==> src/hw/caor_pkg.sv <==
// Contract
// - One 8-bit register, port 0x90, read/write differ.
// - Bit 7 write enables processor cycles; read reports.
// - Reset clears processor-cycle enable bit.
// - Bit 6 write forces arbitrate, processor owns.
// - Read bit 6 shows NMI arbitration mask.
// - Bit 5 selects 750 ns versus 375 ns.
// - Extended arbitration off after reset.
// - Read bit 5 shows bus time-out.
// - Time-out cleared by writing bit 6 zero, reset.
// - Written bits 3 to 0 are ignored.
// - Read bits 3 to 0 give last granted level.
// - Burst past 7.8 us after preempt: time-out.
// - Levels are 4 bits; lower wins; F processor.
package caor_pkg;
  localparam logic [15:0] ARB_OPT_PORT = 16'h0090;
  localparam int BIT_CPU_EN = 7;
  localparam int BIT_MASK = 6;
  localparam int BIT_EXT = 5;
  localparam logic [3:0] LEVEL_CPU = 4'hF;
  localparam int CLK_MHZ = 25;
  localparam int CLK_PERIOD_NS = 40;
  localparam int ARB_MIN_NS = 375;
  localparam int ARB_EXT_NS = 750;
  localparam int TIMEOUT_NS = 7800;
  // Least times round up to whole cycles.
  localparam int ARB_MIN_CYC = (ARB_MIN_NS + CLK_PERIOD_NS - 1) / CLK_PERIOD_NS;
  localparam int ARB_EXT_CYC = (ARB_EXT_NS + CLK_PERIOD_NS - 1) / CLK_PERIOD_NS;
  localparam int TIMEOUT_CYC = TIMEOUT_NS / CLK_PERIOD_NS;
endpackage

==> src/hw/caor_sync.sv <==
`timescale 1ns/1ps
module caor_sync #(
  parameter int WIDTH = 1
) (
  input wire logic clk_sys,
  input wire logic nrst,
  input wire logic [WIDTH-1:0] d,
  output logic [WIDTH-1:0] q
);
  logic [WIDTH-1:0] s1_reg;
  logic [WIDTH-1:0] q_reg;

  always_ff @(posedge clk_sys or negedge nrst) begin
    if (!nrst) begin
      s1_reg <= '0;
      q_reg <= '0;
    end else begin
      s1_reg <= d;
      q_reg <= s1_reg;
    end
  end

  assign q = q_reg;
endmodule // caor_sync

==> src/hw/caor_top.sv <==
`timescale 1ns/1ps
module caor_top #(
  parameter int TIMEOUT_CYCLES = caor_pkg::TIMEOUT_CYC
) (
  input wire logic clk_sys,
  input wire logic nrst,
  input wire logic [15:0] io_addr,
  input wire logic io_wr,
  input wire logic io_rd,
  input wire logic [7:0] io_wdata,
  output logic [7:0] io_rdata,
  output logic io_sel,
  input wire logic burst_n,
  input wire logic preempt_n,
  input wire logic grant_state,
  input wire logic [3:0] priority_bus,
  output logic arbitrate_or_grant_line,
  output logic cpu_cycles_enable,
  output logic ext_arbitration,
  output logic [7:0] arb_min_cycles,
  output logic nmi
);
  logic [5:0] pins_s;
  logic burst_act;
  logic preempt_act;
  logic grant_s;
  logic [3:0] level_s;
  logic hit;
  logic wr_hit;

  // --------------------------------------------------------------
  // Pin synchronisers
  // --------------------------------------------------------------
  caor_sync #(.WIDTH(6)) u_sync (
    .clk_sys(clk_sys),
    .nrst(nrst),
    .d({~burst_n, ~preempt_n, grant_state, 3'h0}),
    .q(pins_s)
  );
  assign burst_act = pins_s[5];
  assign preempt_act = pins_s[4];
  assign grant_s = pins_s[3];

  caor_sync #(.WIDTH(4)) u_sync_lvl (
    .clk_sys(clk_sys),
    .nrst(nrst),
    .d(priority_bus),
    .q(level_s)
  );

  // --------------------------------------------------------------
  // Register state
  // --------------------------------------------------------------
  logic cpu_en_reg, cpu_en_next;
  logic mask_reg, mask_next;
  logic ext_reg, ext_next;
  logic tout_reg, tout_next;
  logic nmi_mask_reg, nmi_mask_next;
  logic [3:0] level_reg, level_next;
  logic [12:0] cnt_reg, cnt_next;
  logic [7:0] rdata_reg, rdata_next;

  assign hit = (io_addr == caor_pkg::ARB_OPT_PORT);
  assign wr_hit = hit && io_wr;
  assign io_sel = hit && (io_wr || io_rd);

  always_comb begin
    cpu_en_next = cpu_en_reg;
    mask_next = mask_reg;
    ext_next = ext_reg;
    tout_next = tout_reg;
    nmi_mask_next = nmi_mask_reg;
    level_next = level_reg;
    cnt_next = cnt_reg;
    rdata_next = rdata_reg;
    if (wr_hit) begin
      // Bits 4 to 0 of a write are discarded.
      cpu_en_next = io_wdata[caor_pkg::BIT_CPU_EN];
      ext_next = io_wdata[caor_pkg::BIT_EXT];
      mask_next = io_wdata[caor_pkg::BIT_MASK];
      if (!io_wdata[caor_pkg::BIT_MASK]) begin
        tout_next = 1'b0;
        nmi_mask_next = 1'b0;
      end
    end
    // Latch the owner's level while the grant is held.
    if (grant_s) begin
      level_next = level_s;
    end
    // Burst watchdog counts while preempt and burst overlap under a held grant, until a time-out.
    if (burst_act && preempt_act && grant_s && !tout_reg) begin
      if (cnt_reg >= 13'(TIMEOUT_CYCLES)) begin
        // A time-out wins over a same-cycle clearing write.
        tout_next = 1'b1;
        nmi_mask_next = 1'b1;
        mask_next = 1'b1;
        cnt_next = '0;
      end else begin
        cnt_next = cnt_reg + 13'h0001;
      end
    end else begin
      cnt_next = '0;
    end
    if (hit && io_rd) begin
      rdata_next = {cpu_en_reg, nmi_mask_reg, tout_reg, 1'b0,
                    level_reg};
    end
  end

  always_ff @(posedge clk_sys or negedge nrst) begin
    if (!nrst) begin
      cpu_en_reg <= 1'b0;
      mask_reg <= 1'b0;
      ext_reg <= 1'b0;
      tout_reg <= 1'b0;
      nmi_mask_reg <= 1'b0;
      level_reg <= caor_pkg::LEVEL_CPU;
      cnt_reg <= '0;
      rdata_reg <= 8'h00;
    end else begin
      cpu_en_reg <= cpu_en_next;
      mask_reg <= mask_next;
      ext_reg <= ext_next;
      tout_reg <= tout_next;
      nmi_mask_reg <= nmi_mask_next;
      level_reg <= level_next;
      cnt_reg <= cnt_next;
      rdata_reg <= rdata_next;
    end
  end

  // --------------------------------------------------------------
  // Outputs
  // --------------------------------------------------------------
  // High means arbitrate; the mask keeps the processor as owner.
  assign arbitrate_or_grant_line = mask_reg || tout_reg;
  assign nmi = tout_reg;
  assign cpu_cycles_enable = cpu_en_reg;
  assign ext_arbitration = ext_reg;
  assign arb_min_cycles = ext_reg ? 8'(caor_pkg::ARB_EXT_CYC)
                                  : 8'(caor_pkg::ARB_MIN_CYC);
  assign io_rdata = rdata_reg;
endmodule // caor_top

==> config.mk <==
export PLATFORM = sky130hd
export DESIGN_NAME = caor_top
export DESIGN_NICKNAME = d
export VERILOG_FILES = /design/src/hw/caor_pkg.sv /design/src/hw/caor_sync.sv /design/src/hw/caor_top.sv
export SDC_FILE = /design/constraint.sdc
export NUM_CORES = 1
export LEC_CHECK = 0
export BUFFER_PORTS_ARGS = -buffer_cell sky130_fd_sc_hd__clkbuf_2
export CAP_MARGIN = 20
export CORE_MARGIN = 1
export CORE_UTILIZATION = 49
export CTS_CLUSTER_SIZE = 25
export DETAILED_ROUTE_END_ITERATION = 6
export PLACE_DENSITY = 0.88
export SETUP_SLACK_MARGIN = 0.3
export SYNTH_ARGS = -nofsm -noshare
export SYNTH_HDL_FRONTEND = slang
export SYNTH_SLANG_ARGS = --single-unit
==> constraint.sdc <==
create_clock -name clk_sys -period 1.8 [get_ports clk_sys]
set_input_delay 0 -clock clk_sys [delete_from_list [all_inputs] [get_ports clk_sys]]
set_output_delay 0 -clock clk_sys [all_outputs]
set_load 0.02 [all_outputs]
==> results.ini <==
[cells_and_area]
final_area_um2=2220
num_antenna_cells=0
largest_reg_flops=13
nets=220
drive_gt1_frac=0.514
area_delta_synth_final_pct=31.9

[floorplanning]
die-area_um2=3680
ioPinCount=56
coreArea_um2=3150
die_h_um=60.7
start_util=0.535
num_rows=20
die_w_um=60.7

[clocking]
clockBufferDepth=2
clock-root-buffer=clkbuf_4
clkTransAtPathRegs_ps=130
clk_latency_ps=350
htree_levels=2
cts_tree=done
cts.sinks=43
cts_buffers=5

[routing]
drt-total-wl_um=3390
ant_nets=0
viasPerCell=4.85
wl_per_cell_um=14.8
drc_errors=0
dr.pass1.iters=4
routed-via-count=1110
first_iter_violations=29

[grt]
grt_max_degree=44
overflow=0
antenna_found_initial=0
track_usage=0.211
grt_pass1_vias=1198
grt_pass1_wl_um=5260

[power]
comb_power_share=0.087
sw_frac_of_total=0.233
power_density_nw_per_um2=750
ir_drop_mv=0.531
power.internal_mw=1.28
power_frac_clock=0.286
p_leak_nw=1.10
p_switching_mw=0.389
power_frac_seq=0.627

[min_path]
whs_path_depth=3
hold_path.class=input pin to flop

[placed_design]
dpl.hpwl_um=2160
portBuffers=44
place_area_um2=1940
finalWeightedCongestion=0.811

[setup_path]
critPathKind=flop to flop
cp_data_arrival_time_ps=1790
slowest_stage=or4_4
reg2reg_depth=5
cp_cell_sequence=or4_4, nor2_4, nand3b_1, buf_6, nor2_4
cp.depth=5
crit_top_cell=nor2_4
cp.buffers_inverters=1
cp.required_ps=2080
ff2ff_setup_slack_ps=290
cp-start-kind=flop
endpoint_kind=flop
cp_slowest_stage_delay_ps=550
cp_max_fo=8
cpLargestDelayFamily=simple AND/OR/NAND/NOR gates

[timing]
timing.hold.ws_ps=94.2
hold_violations=0
period_share=0.837
finalSetupViolations=0
tns_ps=0
rsz0062_at_grt=yes
fin_skew_ps=21.5
min_period_ps=1510
drv_slew=0
max_freq_mhz=664

[synth]
synthCells=116
ys_warn_count=0
ys_seq_elements=43
synth.most_common_cell=dfrtp_1
syn_area_um2=1690
synth_mux_area_frac=0.107
yosys.area_share.xor_xnor=0.0260
synth_compound_area_frac=0.0297
synth_top_family_by_area=simple AND/OR/NAND/NOR gates
synthFlopType=dfrtp_1
synth_area_leaders=dfrtp_1, mux2_4, dfstp_2, buf_4, mux2_2
synth-simple-area-share=0.140
synth_edf_count=0
avgSynthCellArea_um2=14.5
synthAdderAreaFrac=0.00742
synthDominantCellAreaShare=0.579
seq_area_frac_synth=0.641
synthArstFlopShare=1.00
yosys-top-cells-count=dfrtp_1, mux2_4, nor2_1
yosysUniqueCellTypes=30
yosys.area.top_type=dfrtp_1

[status]
status=finished clean

[flow_run]
drv_cap=0

[layer usage]
metal | global-route usage | routed length [um] | vias to the layer above | share of wire
li1 | - | - | 512 | -
met1 | 0.219 | 1240 | 558 | 0.36
met2 | 0.388 | 1960 | 26 | 0.58
met3 | 0.0469 | 89 | 14 | 0.026
met4 | 0.123 | 102 | 0 | 0.030
met5 | 0 | 0 | - | 0
[worst reg2reg max path, delay by kind of cell (launching register included)]
family	cells	cell delay [ps]
and+or+nand+nor	4	880
DFF	1	380
buffers and inverters	1	180
[timing repair]
action                                 CTS  global route
pin swaps                                0            11
gates cloned                             0             0
endpoints found under the hold margin   50             0
setup endpoints to repair                9            10
hold buffers                            12             0
gates resized for setup                  3            19
setup buffers                            3             0
[power groups by stage]
stage	combinational [mW]	sequential [mW]	clock [mW]
2_1_floorplan	0.0604	1.06	0
3_3_place_gp	0.114	1.06	0
3_5_place_dp	0.120	1.06	0
4_1_cts	0.141	1.04	0.490
5_1_grt	0.158	1.05	0.545
6_report	0.146	1.05	0.477
[kinds of logic (layout without fill, tap and decap cells)]
family,Yosys count,after routing
buffers and inverters,12,72
adders and majority gates,1,1
DFF,43,43
and+or+nand+nor,33,33
xor gates and xnor gates,5,5
other,2,11
AOI/OAI and AO/OA,7,7
muxes,13,13
[placed cells by master (no fill, tap or decap), types with 2 or more instances in the layout]
cell	instances
dfrtp_1	38
dlygate4sd3_1	12
mux2_4	9
inv_1	4
or4b_4	2
or4_4	2
dfstp_2	4
clkbuf_4	5
nor2_4	7
nand3_1	3
buf_4	3
conb_1	11
nor4_4	2
nand3b_1	2
a21o_1	3
mux2_2	4
clkbuf_2	44
nor2_2	2
xor2_1	4
nand2_1	4
[cell type report]
class | instances | area [um^2]
Clock buffer | 7 | 55.1
Clock inverter | 1 | 5.00
Fill cell | 240 | 928
Inverter | 4 | 15.0
Multi-Input combinational cell | 70 | 638
Sequential cell | 43 | 1080
Tap cell | 44 | 55.1
Timing Repair Buffer | 60 | 374
[per-stage QoR]
stage                     cells  utilization  power (mW)  setup slack, ps
after floorplan             125            -        1.12              330
after global placement      206        0.616        1.17              196
after detailed placement    206        0.616        1.18              157
after CTS                   229        0.683        1.67              307
after global routing        229        0.706        1.75              241
final                       229        0.706        1.67              294
[final timing paths]
kind                                   from                end
max reg2reg                     cnt_reg[12]         cnt_reg[1]
min in group asynchronous              nrst  cpu_cycles_enable
max in group asynchronous              nrst       level_reg[2]
min reg2reg                u_sync.s1_reg[5]        u_sync.q[5]
max                             cnt_reg[12]         cnt_reg[1]
min                                   io_rd        io_rdata[7]
Power figures use the tool's default switching activity.
